`config.mk`:
```
export PLATFORM = sky130hd
export DESIGN_NAME = reset_state_initializer
export DESIGN_NICKNAME = d
export VERILOG_FILES = /design/src/verilog/reset_init_pkg.sv /design/src/verilog/reset_cell.sv /design/src/verilog/reset_state_initializer.sv
export SDC_FILE = /design/constraint.sdc
export NUM_CORES = 1
export LEC_CHECK = 0
export ABC_AREA = 1
export BUFFER_PORTS_ARGS = -buffer_cell sky130_fd_sc_hd__buf_2
export CAP_MARGIN = 10
export CORE_MARGIN = 3
export CORE_UTILIZATION = 56
export DETAILED_ROUTE_END_ITERATION = 12
export PLACE_DENSITY = 0.84
export SYNTH_ARGS = -nofsm -noshare
export SYNTH_HDL_FRONTEND = slang
export SYNTH_SLANG_ARGS = --single-unit
```
`constraint.sdc`:
```
create_clock -name clk -period 2.5 [get_ports clk]
set_input_delay 0.25 -clock clk [delete_from_list [all_inputs] [get_ports clk]]
set_output_delay 0.25 -clock clk [all_outputs]
set_load 0.05 [all_outputs]
```
`src/verilog/reset_init_pkg.sv`:
```
// Shared constants, register layout and reset-value table for the reset state initializer
package reset_init_pkg;

	// Register port geometry
	localparam int ADDR_W = 6;
	localparam int DATA_W = 8;
	localparam int REG_COUNT = 47;

	// Register indices that need their own logic
	localparam logic [ADDR_W-1:0] IDX_PROGRAM_COUNTER_LOW = 6'h02;
	localparam logic [ADDR_W-1:0] IDX_CORE_STATUS = 6'h03;
	localparam logic [ADDR_W-1:0] IDX_PROGRAM_COUNTER_HIGH_LATCH = 6'h0a;
	localparam logic [ADDR_W-1:0] IDX_INTERRUPT_CONTROL = 6'h0b;
	localparam logic [ADDR_W-1:0] IDX_PERIPHERAL_FLAGS_ONE = 6'h0c;
	localparam logic [ADDR_W-1:0] IDX_PERIPHERAL_FLAGS_TWO = 6'h0d;
	localparam logic [ADDR_W-1:0] IDX_POWER_RESET_CAUSE = 6'h28;

	// Core status fields
	localparam int STATUS_EXPIRY_BIT = 4;
	localparam int STATUS_SLEEP_BIT = 3;
	localparam logic [7:0] STATUS_BANK_MASK = 8'he0;
	localparam logic [7:0] STATUS_WRITE_MASK = 8'he7;
	localparam logic [7:0] STATUS_LOW_MASK = 8'h07;

	// Power reset cause fields
	localparam int CAUSE_POWER_ON_BIT = 1;
	localparam int CAUSE_LOW_SUPPLY_BIT = 0;
	localparam logic [7:0] CAUSE_IMPL_MASK = 8'h03;

	// Interrupt control fields and program counter layout
	localparam int GLOBAL_INTERRUPT_ENABLE_BIT = 7;
	localparam int PC_FULL_W = 13;
	localparam int PROGRAM_COUNTER_HIGH_LATCH_W = 5;
	localparam logic [PC_FULL_W-1:0] RESET_VECTOR = 13'h0000;
	localparam logic [PC_FULL_W-1:0] INTERRUPT_VECTOR = 13'h0004;

	// Reset conditions as delivered by the reset detection circuitry
	typedef struct packed {
		logic power_on;
		logic brown_out;
		logic pin_run;
		logic pin_sleep;
		logic watchdog_reset;
		logic watchdog_wake;
		logic interrupt_wake;
	} cond_t;

	// Flag bits of the source that caused a wake-up
	typedef struct packed {
		logic [7:0] interrupt_control;
		logic [7:0] peripheral_flags_one;
		logic [7:0] peripheral_flags_two;
	} wake_src_t;

	// Winning cause after priority
	typedef enum logic [2:0] {
		CAUSE_NONE = 3'b000,
		CAUSE_POWER_ON = 3'b001,
		CAUSE_BROWN_OUT = 3'b010,
		CAUSE_WATCHDOG_RESET = 3'b011,
		CAUSE_PIN_SLEEP = 3'b100,
		CAUSE_PIN_RUN = 3'b101,
		CAUSE_WATCHDOG_WAKE = 3'b110,
		CAUSE_INTERRUPT_WAKE = 3'b111
	} cause_t;

	// Group of reset values that a plain register follows
	typedef enum logic [1:0] {
		CLS_NONE = 2'b00,
		CLS_POWER = 2'b01,
		CLS_RESET = 2'b10,
		CLS_WAKE = 2'b11
	} cond_class_t;

	// Sequencer states
	typedef enum logic [1:0] {
		ST_RUN = 2'b00,
		ST_HOLD = 2'b01,
		ST_RELEASE = 2'b10
	} seq_state_t;

	// Per-register reset description; keep bits retain their value
	typedef struct packed {
		logic own;
		logic [7:0] impl;
		logic [7:0] por_val;
		logic [7:0] por_keep;
		logic [7:0] rst_val;
		logic [7:0] rst_keep;
		logic wake_load;
		logic [7:0] wake_val;
	} reg_desc_t;

	localparam reg_desc_t REG_TABLE [REG_COUNT] = '{
		'{1'b0, 8'hff, 8'h00, 8'hff, 8'h00, 8'hff, 1'b0, 8'h00}, // accumulator
		'{1'b0, 8'hff, 8'h00, 8'hff, 8'h00, 8'hff, 1'b0, 8'h00}, // eight_bit_free_counter
		'{1'b1, 8'hff, 8'h00, 8'h00, 8'h00, 8'h00, 1'b0, 8'h00}, // program_counter_low
		'{1'b1, 8'hff, 8'h18, 8'h00, 8'h00, 8'h00, 1'b0, 8'h00}, // core_status
		'{1'b0, 8'hff, 8'h00, 8'hff, 8'h00, 8'hff, 1'b0, 8'h00}, // indirect_pointer
		'{1'b0, 8'h3f, 8'h00, 8'h10, 8'h00, 8'h10, 1'b0, 8'h00}, // port_a_data
		'{1'b0, 8'hff, 8'h00, 8'hff, 8'h00, 8'hff, 1'b0, 8'h00}, // port_b_data
		'{1'b0, 8'hff, 8'h00, 8'hff, 8'h00, 8'hff, 1'b0, 8'h00}, // port_c_data
		'{1'b0, 8'hff, 8'h00, 8'hff, 8'h00, 8'hff, 1'b0, 8'h00}, // port_d_data
		'{1'b0, 8'h07, 8'h00, 8'h07, 8'h00, 8'h07, 1'b0, 8'h00}, // port_e_data
		'{1'b0, 8'h1f, 8'h00, 8'h00, 8'h00, 8'h00, 1'b0, 8'h00}, // program_counter_high_latch
		'{1'b0, 8'hff, 8'h00, 8'h01, 8'h00, 8'h01, 1'b0, 8'h00}, // interrupt_control
		'{1'b0, 8'hff, 8'h00, 8'h00, 8'h00, 8'h00, 1'b0, 8'h00}, // peripheral_flags_one
		'{1'b0, 8'h01, 8'h00, 8'h00, 8'h00, 8'h00, 1'b0, 8'h00}, // peripheral_flags_two
		'{1'b0, 8'hff, 8'h00, 8'hff, 8'h00, 8'hff, 1'b0, 8'h00}, // wide_timer_low
		'{1'b0, 8'hff, 8'h00, 8'hff, 8'h00, 8'hff, 1'b0, 8'h00}, // wide_timer_high
		'{1'b0, 8'h3f, 8'h00, 8'h00, 8'h00, 8'h3f, 1'b0, 8'h00}, // wide_timer_control
		'{1'b0, 8'hff, 8'h00, 8'h00, 8'h00, 8'h00, 1'b0, 8'h00}, // period_matched_count
		'{1'b0, 8'h7f, 8'h00, 8'h00, 8'h00, 8'h00, 1'b0, 8'h00}, // period_timer_control
		'{1'b0, 8'hff, 8'h00, 8'hff, 8'h00, 8'hff, 1'b0, 8'h00}, // sync_serial_buffer
		'{1'b0, 8'hff, 8'h00, 8'h00, 8'h00, 8'h00, 1'b0, 8'h00}, // sync_serial_control
		'{1'b0, 8'hff, 8'h00, 8'hff, 8'h00, 8'hff, 1'b0, 8'h00}, // capture_one_low
		'{1'b0, 8'hff, 8'h00, 8'hff, 8'h00, 8'hff, 1'b0, 8'h00}, // capture_one_high
		'{1'b0, 8'h3f, 8'h00, 8'h00, 8'h00, 8'h00, 1'b0, 8'h00}, // capture_unit_one_control
		'{1'b0, 8'hf7, 8'h00, 8'h01, 8'h00, 8'h01, 1'b0, 8'h00}, // serial_receive_status
		'{1'b0, 8'hff, 8'h00, 8'h00, 8'h00, 8'h00, 1'b0, 8'h00}, // serial_transmit_buffer
		'{1'b0, 8'hff, 8'h00, 8'h00, 8'h00, 8'h00, 1'b0, 8'h00}, // serial_receive_buffer
		'{1'b0, 8'hff, 8'h00, 8'hff, 8'h00, 8'hff, 1'b0, 8'h00}, // capture_two_low
		'{1'b0, 8'hff, 8'h00, 8'hff, 8'h00, 8'hff, 1'b0, 8'h00}, // capture_two_high
		'{1'b0, 8'hff, 8'h00, 8'h00, 8'h00, 8'h00, 1'b0, 8'h00}, // capture_unit_two_control
		'{1'b0, 8'hff, 8'h00, 8'hff, 8'h00, 8'hff, 1'b0, 8'h00}, // conversion_result
		'{1'b0, 8'hfd, 8'h00, 8'h00, 8'h00, 8'h00, 1'b0, 8'h00}, // converter_control_zero
		'{1'b0, 8'hff, 8'hff, 8'h00, 8'hff, 8'h00, 1'b0, 8'h00}, // option_config
		'{1'b0, 8'h3f, 8'h3f, 8'h00, 8'h3f, 8'h00, 1'b0, 8'h00}, // port_a_direction
		'{1'b0, 8'hff, 8'hff, 8'h00, 8'hff, 8'h00, 1'b0, 8'h00}, // port_b_direction
		'{1'b0, 8'hff, 8'hff, 8'h00, 8'hff, 8'h00, 1'b0, 8'h00}, // port_c_direction
		'{1'b0, 8'hff, 8'hff, 8'h00, 8'hff, 8'h00, 1'b0, 8'h00}, // port_d_direction
		'{1'b0, 8'hf7, 8'h07, 8'h00, 8'h07, 8'h00, 1'b0, 8'h00}, // port_e_direction
		'{1'b0, 8'hbf, 8'h00, 8'h00, 8'h00, 8'h00, 1'b0, 8'h00}, // peripheral_enables_one
		'{1'b0, 8'h01, 8'h00, 8'h00, 8'h00, 8'h00, 1'b0, 8'h00}, // peripheral_enables_two
		'{1'b1, 8'h03, 8'h00, 8'h00, 8'h00, 8'h00, 1'b0, 8'h00}, // power_reset_cause
		'{1'b0, 8'hff, 8'hff, 8'h00, 8'hff, 8'h00, 1'b1, 8'hff}, // timer_period_limit
		'{1'b0, 8'hff, 8'h00, 8'h00, 8'h00, 8'h00, 1'b0, 8'h00}, // sync_serial_address
		'{1'b0, 8'h3f, 8'h00, 8'h00, 8'h00, 8'h00, 1'b0, 8'h00}, // sync_serial_state
		'{1'b0, 8'hf7, 8'h02, 8'h00, 8'h02, 8'h00, 1'b0, 8'h00}, // serial_transmit_status
		'{1'b0, 8'hff, 8'h00, 8'h00, 8'h00, 8'h00, 1'b0, 8'h00}, // baud_divisor
		'{1'b0, 8'h07, 8'h00, 8'h00, 8'h00, 8'h00, 1'b0, 8'h00}  // converter_control_one
	};

endpackage

```
`src/verilog/reset_cell.sv`:
```
// One special function register that follows its reset-value description
`timescale 1ns/1ns
module reset_cell import reset_init_pkg::*; #(
	parameter reg_desc_t DESC = '0
) (
	// Clock and reset
	input wire logic clk,
	input wire logic rst_n,
	// Active reset group
	input wire cond_class_t cond_class,
	// Software access and wake flags
	input wire logic wr_en,
	input wire logic [7:0] wr_data,
	input wire logic [7:0] set_bits,
	// Current contents
	output logic [7:0] value
);

	logic [7:0] next_value;

	// Refuse descriptions whose reset value touches unimplemented bits
	if ((DESC.por_val & ~DESC.impl) != 8'h00 || (DESC.rst_val & ~DESC.impl) != 8'h00) begin : bad_desc
		$error("reset_cell: reset value outside implemented bits");
	end

	// Unknown bits simply keep whatever the flip-flop holds
	always_comb begin
		next_value = value;
		case (cond_class)
			CLS_POWER: next_value = (value & DESC.por_keep) | (DESC.por_val & ~DESC.por_keep);
			CLS_RESET: next_value = (value & DESC.rst_keep) | (DESC.rst_val & ~DESC.rst_keep);
			CLS_WAKE: begin
				if (DESC.wake_load) begin
					next_value = DESC.wake_val;
				end
			end
			default: begin
				if (wr_en) begin
					next_value = wr_data;
				end
			end
		endcase
		// Wake source flags win over anything else in the same cycle
		next_value = (next_value | set_bits) & DESC.impl;
	end

	// State register
	always_ff @(posedge clk or negedge rst_n) begin
		if (!rst_n) begin
			value <= DESC.por_val & DESC.impl;
		end else begin
			value <= next_value;
		end
	end

endmodule

```
`src/verilog/reset_state_initializer.sv`:
```
// Reset state initializer: loads special function register reset values per reset cause
//
// Behaviour
// - Resets zero the start address; wakes resume after sleep
// - Interrupt wake with global enable jumps to vector
// - Core status follows the cause of reset
// - Wake keeps interrupt flags, sets wake source bits
// - Interrupt control clears upper seven bits on reset
// - Option register all ones, kept on wake
// - Port directions set to inputs on resets
// - Timer period limit all ones on every condition
// - Period timer count and control cleared, kept on wake
// - Port A data bits 0-3 and 5 cleared, bit 4 kept
// - High latch cleared on resets, kept on wake
// - First peripheral flags and enables cleared on resets
// - Wide timer control cleared only at power-on and brown-out
// - Both capture unit controls cleared on resets
// - Serial receive/transmit registers take their reset values
// - Sync serial control, state, address cleared on resets
// - Converter controls cleared; result left unknown
// - Data-holding registers except the serial transmit/receive buffers keep contents through resets
// - Unimplemented bits always read as zero
// - Expiry and sleep flags encode watchdog or pin cause
`timescale 1ns/1ns
module reset_state_initializer import reset_init_pkg::*; #(
	parameter int PC_WIDTH = PC_FULL_W
) (
	// Clock and reset
	input wire logic clk,
	input wire logic rst_n,
	// Reset conditions from the detection circuitry
	input wire cond_t cond,
	input wire wake_src_t wake_src,
	input wire logic [PC_WIDTH-1:0] sleep_pc,
	// Register port
	input wire logic [ADDR_W-1:0] addr,
	input wire logic [DATA_W-1:0] wdata,
	input wire logic wr,
	input wire logic rd,
	output logic [DATA_W-1:0] rdata,
	// Core side
	output logic [PC_WIDTH-1:0] start_address,
	output logic start_load,
	output logic core_held,
	output logic [REG_COUNT-1:0][DATA_W-1:0] sfr_image
);

	// Elaboration checks on the program counter width
	if (PC_WIDTH < 9 || PC_WIDTH > PC_FULL_W) begin : bad_pc_width
		$error("reset_state_initializer: PC_WIDTH must lie between 9 and 13");
	end

	logic [DATA_W-1:0] sfr [REG_COUNT];
	cause_t cause;
	cond_class_t cond_class;
	seq_state_t state;
	seq_state_t next_state;
	logic [DATA_W-1:0] core_status;
	logic [DATA_W-1:0] next_core_status;
	logic [DATA_W-1:0] power_reset_cause;
	logic [DATA_W-1:0] next_power_reset_cause;
	logic [PC_WIDTH-1:0] next_start_address;
	logic next_start_load;
	logic [DATA_W-1:0] next_rdata;
	logic sw_write;
	logic global_enable;
	logic [PC_FULL_W-1:0] jump_target;

	// Priority among simultaneous conditions: power loss outranks the rest
	always_comb begin
		if (cond.power_on) begin
			cause = CAUSE_POWER_ON;
		end else if (cond.brown_out) begin
			cause = CAUSE_BROWN_OUT;
		end else if (cond.watchdog_reset) begin
			cause = CAUSE_WATCHDOG_RESET;
		end else if (cond.pin_sleep) begin
			cause = CAUSE_PIN_SLEEP;
		end else if (cond.pin_run) begin
			cause = CAUSE_PIN_RUN;
		end else if (cond.watchdog_wake) begin
			cause = CAUSE_WATCHDOG_WAKE;
		end else if (cond.interrupt_wake) begin
			cause = CAUSE_INTERRUPT_WAKE;
		end else begin
			cause = CAUSE_NONE;
		end
	end

	// Group the cause into the three reset-value columns
	always_comb begin
		case (cause)
			CAUSE_POWER_ON, CAUSE_BROWN_OUT: cond_class = CLS_POWER;
			CAUSE_WATCHDOG_RESET, CAUSE_PIN_SLEEP, CAUSE_PIN_RUN: cond_class = CLS_RESET;
			CAUSE_WATCHDOG_WAKE, CAUSE_INTERRUPT_WAKE: cond_class = CLS_WAKE;
			default: cond_class = CLS_NONE;
		endcase
	end

	// Software writes only land while no condition is present
	assign sw_write = wr && (cond_class == CLS_NONE);
	assign global_enable = sfr[IDX_INTERRUPT_CONTROL][GLOBAL_INTERRUPT_ENABLE_BIT];
	assign jump_target = {sfr[IDX_PROGRAM_COUNTER_HIGH_LATCH][PROGRAM_COUNTER_HIGH_LATCH_W-1:0], wdata};

	// Plain registers, one cell each; the cell table sets every reset column
	for (genvar g = 0; g < REG_COUNT; g++) begin : cells
		if (!REG_TABLE[g].own) begin : plain
			logic [DATA_W-1:0] set_bits;
			// Only the interrupt flag registers collect wake source bits
			assign set_bits = (cond_class != CLS_WAKE) ? 8'h00 :
				(g == IDX_INTERRUPT_CONTROL) ? wake_src.interrupt_control :
				(g == IDX_PERIPHERAL_FLAGS_ONE) ? wake_src.peripheral_flags_one :
				(g == IDX_PERIPHERAL_FLAGS_TWO) ? wake_src.peripheral_flags_two : 8'h00;
			// Table
			// and
			reset_cell #(
				.DESC(REG_TABLE[g])
			) u_cell (
				.clk(clk),
				.rst_n(rst_n),
				.cond_class(cond_class),
				.wr_en(sw_write && (addr == ADDR_W'(g))),
				.wr_data(wdata),
				.set_bits(set_bits),
				.value(sfr[g])
			);
		end
	end

	// Registers with their own reset behaviour
	assign sfr[IDX_CORE_STATUS] = core_status;
	assign sfr[IDX_POWER_RESET_CAUSE] = power_reset_cause;
	assign sfr[IDX_PROGRAM_COUNTER_LOW] = start_address[DATA_W-1:0];

	// Core status: bank bits, expiry and sleep flags depend on the cause
	always_comb begin
		next_core_status = core_status;
		case (cause)
			CAUSE_POWER_ON, CAUSE_BROWN_OUT: begin
				next_core_status = (core_status & STATUS_LOW_MASK) | REG_TABLE[IDX_CORE_STATUS].por_val;
			end
			CAUSE_PIN_RUN: begin
				next_core_status = core_status & ~STATUS_BANK_MASK;
			end
			CAUSE_PIN_SLEEP: begin
				next_core_status = core_status & ~STATUS_BANK_MASK;
				next_core_status[STATUS_EXPIRY_BIT] = 1'b1;
				next_core_status[STATUS_SLEEP_BIT] = 1'b0;
			end
			CAUSE_WATCHDOG_RESET: begin
				next_core_status = core_status & ~STATUS_BANK_MASK;
				next_core_status[STATUS_EXPIRY_BIT] = 1'b0;
				next_core_status[STATUS_SLEEP_BIT] = 1'b1;
			end
			CAUSE_WATCHDOG_WAKE: begin
				next_core_status[STATUS_EXPIRY_BIT] = 1'b0;
				next_core_status[STATUS_SLEEP_BIT] = 1'b0;
			end
			CAUSE_INTERRUPT_WAKE: begin
				next_core_status[STATUS_EXPIRY_BIT] = 1'b1;
				next_core_status[STATUS_SLEEP_BIT] = 1'b0;
			end
			default: begin
				// The two flags are read-only to software
				if (sw_write && addr == IDX_CORE_STATUS) begin
					next_core_status = (wdata & STATUS_WRITE_MASK) | (core_status & ~STATUS_WRITE_MASK);
				end
			end
		endcase
	end

	// Power reset cause: power-on and low-supply indicators, software sets them
	always_comb begin
		next_power_reset_cause = power_reset_cause;
		case (cause)
			CAUSE_POWER_ON: next_power_reset_cause[CAUSE_POWER_ON_BIT] = 1'b0;
			CAUSE_BROWN_OUT: next_power_reset_cause[CAUSE_LOW_SUPPLY_BIT] = 1'b0;
			CAUSE_NONE: begin
				if (sw_write && addr == IDX_POWER_RESET_CAUSE) begin
					next_power_reset_cause = wdata & CAUSE_IMPL_MASK;
				end
			end
			default: next_power_reset_cause = power_reset_cause;
		endcase
		next_power_reset_cause = next_power_reset_cause & CAUSE_IMPL_MASK;
	end

	// Sequencer: hold while a condition stands, then release the core once
	always_comb begin
		next_state = state;
		case (state)
			ST_RUN: begin
				if (cond_class != CLS_NONE) begin
					next_state = ST_HOLD;
				end
			end
			ST_HOLD: begin
				if (cond_class == CLS_NONE) begin
					next_state = ST_RELEASE;
				end
			end
			ST_RELEASE: begin
				next_state = (cond_class != CLS_NONE) ? ST_HOLD : ST_RUN;
			end
			default: next_state = ST_HOLD;
		endcase
	end

	// Start address: vector on reset, resume after sleep, or a software jump
	always_comb begin
		next_start_address = start_address;
		next_start_load = 1'b0;
		case (cond_class)
			CLS_POWER, CLS_RESET: begin
				next_start_address = RESET_VECTOR[PC_WIDTH-1:0];
			end
			CLS_WAKE: begin
				if (cause == CAUSE_INTERRUPT_WAKE && global_enable) begin
					next_start_address = INTERRUPT_VECTOR[PC_WIDTH-1:0];
				end else begin
					next_start_address = sleep_pc + PC_WIDTH'(1);
				end
			end
			default: begin
				// Writing the low byte jumps through the high latch
				if (sw_write && addr == IDX_PROGRAM_COUNTER_LOW) begin
					next_start_address = jump_target[PC_WIDTH-1:0];
					next_start_load = 1'b1;
				end
			end
		endcase
		// The core restarts one cycle after the condition drops
		if (state == ST_HOLD && cond_class == CLS_NONE) begin
			next_start_load = 1'b1;
		end
	end

	// Read data: one cycle after the strobe; unmapped addresses give zero
	always_comb begin
		next_rdata = 8'h00;
		if (rd && addr < ADDR_W'(REG_COUNT)) begin
			next_rdata = sfr[addr];
		end
	end

	// Registers of the sequencer and special registers
	always_ff @(posedge clk or negedge rst_n) begin
		if (!rst_n) begin
			state <= ST_HOLD;
			core_status <= REG_TABLE[IDX_CORE_STATUS].por_val;
			power_reset_cause <= 8'h00;
			start_address <= '0;
			start_load <= 1'b0;
			rdata <= 8'h00;
		end else begin
			state <= next_state;
			core_status <= next_core_status;
			power_reset_cause <= next_power_reset_cause;
			start_address <= next_start_address;
			start_load <= next_start_load;
			rdata <= next_rdata;
		end
	end

	// Core is held only in the hold state; it is already free in the release cycle
	assign core_held = (state == ST_HOLD);

	// Register image for the peripherals, straight from the flip-flops
	for (genvar i = 0; i < REG_COUNT; i++) begin : image
		assign sfr_image[i] = sfr[i];
	end

endmodule

```
# == Word level (Yosys, flattened, before mapping) ==
# Index checks and enable logic that the tools add are counted.
# word_totals
wordCells,367
out_inout_bits,399
inputBits,62
reg_bits,343
# op_classes
eq_ne,62
n_addsub,1
reduce_logical,144
n_mux,91
n_lt_le_gt_ge,2
n_bitwise,12
# ops
cell,n
$pmux W8 S2,18
$mux W8,26
$eq A6 B5 Y1 const B,16
$eq A6 B6 Y1 const B,15
$reduce_and A2 Y1,44
$pmux W6 S2,5
$reduce_bool A2 Y1,30
$logic_and A1 B1 Y1,51
$bmux W8 S6,1
$eq A6 B4 Y1 const B,8
$mux W3,10
$mux W6,5
$mux W13,2
$pmux W13 S2,1
$eq A6 B3 Y1 const B,4
$or A8 B8 Y8,2
$pmux W7 S2,1
$add A13 B1 Y13 const B,1
$eq A3 B3 Y1 const B,4
$eq A6 B2 Y1 const B,2
$pmux W2 S3,2
$pmux W3 S2,2
$reduce_and A3 Y1,4
$pmux W2 S5,1
other kinds (28),57

# == Depth between registers and ports, before layout ==
# logic_depth
ltp_word,16
ltp_mapped,21
depth_no_buf,20

# == Cells and area by module ==
# A second synthesis with hierarchy kept.
# unflattened
cells_unflattened,4658
hier_area_um2,27346.2
# modules_own_cells
mod,area_per_inst_um2,seq_area_each_um2,n_inst,cells_per_inst
reset_state_initializer,6560.0,854.6,1,1429
reset_cell at cells[0].plain.u_cell ...,455.4,200.2,14,68
reset_cell at cells[12].plain.u_cell ...,573.0,200.2,8,93
reset_cell at cells[18].plain.u_cell ...,496.7,175.2,3,84
reset_cell at cells[32].plain.u_cell ...,728.2,210.2,2,98
reset_cell at cells[35].plain.u_cell ...,613.1,210.2,2,98
reset_cell at cells[23].plain.u_cell ...,419.2,150.1,2,71
reset_cell at cells[11].plain.u_cell,566.8,200.2,1,84
reset_cell at cells[24].plain.u_cell,508.0,175.2,1,77
reset_cell at cells[37].plain.u_cell,475.5,178.9,1,73
reset_cell at cells[41].plain.u_cell,474.2,210.2,1,70
reset_cell at cells[44].plain.u_cell,461.7,176.4,1,69
reset_cell at cells[33].plain.u_cell,460.4,157.7,1,76
reset_cell at cells[5].plain.u_cell,432.9,150.1,1,68
5 more rows,-,-,-,-

# == Worst setup path after synthesis ==
# Ideal clock, no wire load.
# synth_timing
kind,input to register
start,input cond[3] (netlist bit)
end,register cells[23].plain.u_cell.value[4]
arrival_ns,2.457
slack_ns,-0.093
required_ns,2.365
path_stages,17
setup_ns,0.135
path_buffers,4
cell_sequence,nor2_1 nand2_1 nand2_1 nand2_1 inv_1 nand2_1 nand2_1 inv_1 ha_1 inv_1 buf_2 buf_2 buf_4 o21ai_0 nand2_1 clkbuf_1 o21ai_0
# synth_between
elab_chain_len,12
elab_cells_between_ends,26
cone_classes,eq/ne: 10; mux: 6; bitwise: 1; reduce/logical: 9
# synth_lines
item,line,rtl
from (decl),reset_state_initializer.sv:32,"input wire cond_t cond,"
$mux W3 *,reset_state_initializer.sv:77,end else if (cond.pin_sleep) begin
$mux W3 *,reset_state_initializer.sv:75,end else if (cond.watchdog_reset) begin
$mux W3 *,reset_state_initializer.sv:73,end else if (cond.brown_out) begin
$mux W3 *,reset_state_initializer.sv:71,if (cond.power_on) begin
"$eq A3 B2 Y1, or another cell as far along",reset_state_initializer.sv:92,case (cause)
"$reduce_or A3 Y1, or another cell as far along",reset_state_initializer.sv:92,
$pmux W2 S3 *,reset_state_initializer.sv:92,
$logic_not A2 Y1,reset_state_initializer.sv:101,assign sw_write = wr && (cond_class == CLS_NONE);
$logic_and A1 B1 Y1,reset_state_initializer.sv:101,
$logic_and A1 B1 Y1,reset_state_initializer.sv:122,".wr_en(sw_write && (addr == ADDR_W'(g))),"
$reduce_bool A2 Y1 (no source line),-,
$reduce_and A2 Y1 (no source line),-,
to (signal assigned),reset_cell.sv:50,value <= DESC.por_val & DESC.impl;
to (signal assigned),reset_cell.sv:52,value <= next_value;
to (decl),reset_cell.sv:16,output logic [7:0] value
# Every way passes the cells marked *; elsewhere a longest branch is shown, timed or not.
# A chain may end at the register's enable or synchronous reset.

# == Worst setup path in the final report ==
# layout_timing
start,input cond[3] (netlist bit)
end,register cells[46].plain.u_cell.value[2]
# layout_between
elab_chain_len,12
elab_cells_between_ends,26
cone_classes,eq/ne: 10; mux: 6; bitwise: 1; reduce/logical: 9
# layout_lines
item,line
$mux W3 *,reset_state_initializer.sv:77
$mux W3 *,reset_state_initializer.sv:75
$mux W3 *,reset_state_initializer.sv:73
$mux W3 *,reset_state_initializer.sv:71
"$eq A3 B2 Y1, or another cell as far along",reset_state_initializer.sv:92
"$reduce_or A3 Y1, or another cell as far along",reset_state_initializer.sv:92
$pmux W2 S3 *,reset_state_initializer.sv:92
$logic_not A2 Y1,reset_state_initializer.sv:101
$logic_and A1 B1 Y1,reset_state_initializer.sv:101
$logic_and A1 B1 Y1,reset_state_initializer.sv:122
$reduce_bool A2 Y1 (no source line),-
$reduce_and A2 Y1 (no source line),-
to (signal assigned),reset_cell.sv:50
to (signal assigned),reset_cell.sv:52
to (decl),reset_cell.sv:16
# Marked as above.

==> results.json <==
{
  "status": "finished, final reports clean",
  "grt_overflow_total": 0,
  "io_buffers": 404,
  "place_congestion": 1.04,
  "cts_setup_buffers": 0,
  "synth_area_per_cell_um2": 7.97,
  "grt_pass1_wl_mm": 105,
  "die_area_um2": 32300,
  "rsz0062_at_grt": "no",
  "maxSlewHeadroom_pct": 42.2,
  "cts_sinks": 343,
  "grt_usage_pct": 42.0,
  "layout.nets": 2655,
  "p_leak_uw": 0.0113,
  "worst_ep_arrival_time_ns": 2.74,
  "worstPathRequired_ns": 2.93,
  "start_util_pct": 56.9,
  "seqPwrFrac_pct": 37.0,
  "period_share_pct": 92.6,
  "r2r_slack_ns": 0.73,
  "area_growth_pct": 26.6,
  "grt_max_degree": 74,
  "synth.area.top_cells": "dfrtp_1, nand2_1, o21ai_0",
  "slew_viol_final": 0,
  "cts_buffers": 38,
  "viasPerCell": 6.05,
  "firstDrtPassIters": 7,
  "fmax_mhz": 432,
  "cp_num_cells": 19,
  "antenna_found_initial": 7,
  "crit_end": "cells[46].plain.u_cell.value[2]$_DFFE_PN0P_",
  "wl_per_cell_um": 23.4,
  "p_sw_uw": 8200,
  "dr_total_vias": 18220,
  "wl_mm": 70.6,
  "setup_slack_ns": 0.185,
  "core_area_um2": 29700,
  "cts_tree": "built",
  "comb_power_share_pct": 32.2,
  "yosys_warnings": 0,
  "path_common_cell": "nand2_1",
  "synthFlopType": "dfrtp_1",
  "synth_edf_count": 0,
  "root_buffer": "clkbuf_16",
  "syn_inst": 2122,
  "cts.clk_slew.worst_paths_ns": 0.06,
  "drtIter0Drc": 2738,
  "instances_no_fill": 3010,
  "slowest_stage": "o21ai_0",
  "cp_max_fo": 6,
  "swShare_pct": 41.6,
  "grt_pass1_vias": 17184,
  "clkPwrFrac_pct": 30.8,
  "drc": 0,
  "ir_drop_v": 0.000597,
  "critPathLaunch": "cond[3]",
  "regToRegEndpoint": "rdata[3]$_DFF_PN0_",
  "finalSetupViolations": 0,
  "critPathMaxStageDelay_ns": 0.51,
  "final_cell_mix": "nand2_1, buf_2, o21ai_0",
  "place_ws_ns": -0.219,
  "layout_commonest_cell": "nand2_1",
  "postSynth.asyncResetShare_pct": 100,
  "powerDensity_nw_per_um2": 920,
  "cp_top_family": "simple AND/OR/NAND/NOR gates",
  "die_y_um": 180,
  "cp_cell_sequence": "buf_2 > nor2_1 > nand2_1 > nand2_1 > nand2_1 > inv_1 > buf_4 > nand2_1 > nand2_1 > inv_1 > ha_1 > nand2_1 > inv_1 > nand2_2 > buf_4 > nor3_1 > o21ai_0 > nand2_1 > o21ai_0",
  "hpwl_mm": 51.7,
  "fin_util_pct": 72.1,
  "r2r.worst_path.cells": 8,
  "endpoint_kind": "flop",
  "clk_path_buf_depth": 3,
  "synth_top_area_share_pct": 42.9,
  "io-pin-count": 461,
  "synth_area_um2": 16900,
  "ys_seq_elements": 343,
  "ant_nets": 0,
  "htree_num_levels": 2,
  "tightest_slew_ns": 0.866,
  "std_cell_rows": 63,
  "die-width_um": 180,
  "maxCapViolations": 0,
  "finalHoldViolations": 0,
  "synth_cell_types": 39,
  "startpoint_type": "input pin",
  "drive_gt1_share_pct": 27.2,
  "path_class": "input pin to flop",
  "clk_latency_ns": 0.53,
  "hold_class": "input pin to flop",
  "fin_crit_ns": 2.32,
  "yosysTopAreaCell": "dfrtp_1",
  "fin_worst_skew_ns": 0.0211,
  "ys_seq_area_share_pct": 51.1,
  "dp.cells": 2926,
  "worstReg2RegStart": "start_address[3]$_DFFE_PN0P_",
  "crit_buf_inv": 6,
  "p_int_uw": 11500
}
[worst min-delay path, stage by stage]
cell,delay (ns)
buf_2,0.09
a22oi_1,0.08
o21ai_0,0.08
[power by group through the flow]
stage	sequential, uW	combinational, uW	clock (uW)
2_1_floorplan	9700	1850	0
3_3_place_gp	7330	6160	0
3_5_place_dp	7340	6250	0
4_1_cts	7260	6290	6050
5_1_grt	7360	6620	6270
6_report	7290	6340	6080
[flip-flops by register name, indices dropped and copies added, names as in the netlist]
name and count:
state 2, power_reset_cause 2, cells.plain.u_cell.value 309, start_address 13, rdata 8, start_load 1
core_status 8
[worst min path at each step]
stage | startpoint | end | slack, ns | cells after the start
after floorplan | rst_n | cells[0].plain.u_cell.value[0]$_DFFE_PN0P_ | -0.05 | 0
after global placement | rst_n | cells[18].plain.u_cell.value[5]$_DFFE_PN0P_ | 0.26 | 1
after detailed placement | rst_n | cells[17].plain.u_cell.value[5]$_DFFE_PN0P_ | 0.27 | 1
after CTS | wake_src[19] | cells[11].plain.u_cell.value[3]$_DFF_PN0_ | 0.009 | 3
after global routing | wake_src[18] | cells[11].plain.u_cell.value[2]$_DFF_PN0_ | 0.02 | 3
final | wake_src[19] | cells[11].plain.u_cell.value[3]$_DFF_PN0_ | 0.02 | 3
[logic make-up (layout without fill, tap and decap cells)]
group | count (synthesis) | after routing | synth area share (%)
multiplexers | 1 | 1 | 0.0665
adder cells (fa/ha/maj) | 5 | 5 | 0.370
AO/OA/AOI/OAI | 496 | 496 | 16.1
other | 1 | 54 | 0.0222
XOR/XNOR | 3 | 3 | 0.155
AND/OR/NAND/NOR | 985 | 985 | 24.0
flip-flops | 343 | 343 | 51.1
buffers and inverters | 288 | 733 | 8.16
[stage by stage]
step	instance area, um2	hold WS, ns	setup TNS [ns]	power [uW]
final	21400	0.0227	0	19700
after global routing	21400	0.0242	0	20300
after CTS	21400	0.00862	0	19600
after detailed placement	19900	0.270	-24.96	13600
after global placement	19900	0.262	-9.08	13500
after floorplan	17100	-0.0456	0	11500
[repair_timing]
item                                   4_1_cts  5_1_grt
hold buffers                                12        0
gates resized for setup                      0        2
setup endpoints to repair                    0        2
endpoints found under the hold margin       77        0
[cells in the mapped netlist (3+ instances only)]
cell	count
nor3_1	7
o21ai_2	10
inv_2	17
a31oi_1	5
buf_6	3
inv_1	110
buf_1	3
ha_1	5
clkbuf_1	58
o21ai_1	71
nor2_4	5
dfstp_2	53
o21ai_0	295
buf_4	62
o22ai_1	11
nand3_1	54
nand2_4	8
buf_2	35
nand4_1	47
nor2_2	13
a21oi_1	34
nor2_1	88
a22oi_1	49
dfrtp_1	290
o31ai_1	6
nand2_1	753
nand2_2	8
o211ai_1	9
[metal layers]
layer / routed length, um / vias up / global-route usage [%]
met4: 5050 / 4 / 24.1
li1: - / 7800 / -
met5: 56 / - / 1.04
met2: 31000 / 1521 / 63.4
met3: 9520 / 345 / 11.7
met1: 25000 / 8550 / 54.5
[cell type report]
class | instances | area [um2]
fillers | 2326 | 8290
multi-input cells | 1539 | 7090
well taps | 390 | 488
inverters | 127 | 477
flip-flops and latches | 343 | 8650
diodes | 5 | 12.5
clock buffers | 53 | 1160
clock inverters | 14 | 193
repair buffers | 539 | 3350
(Power assumes the default switching activity.)
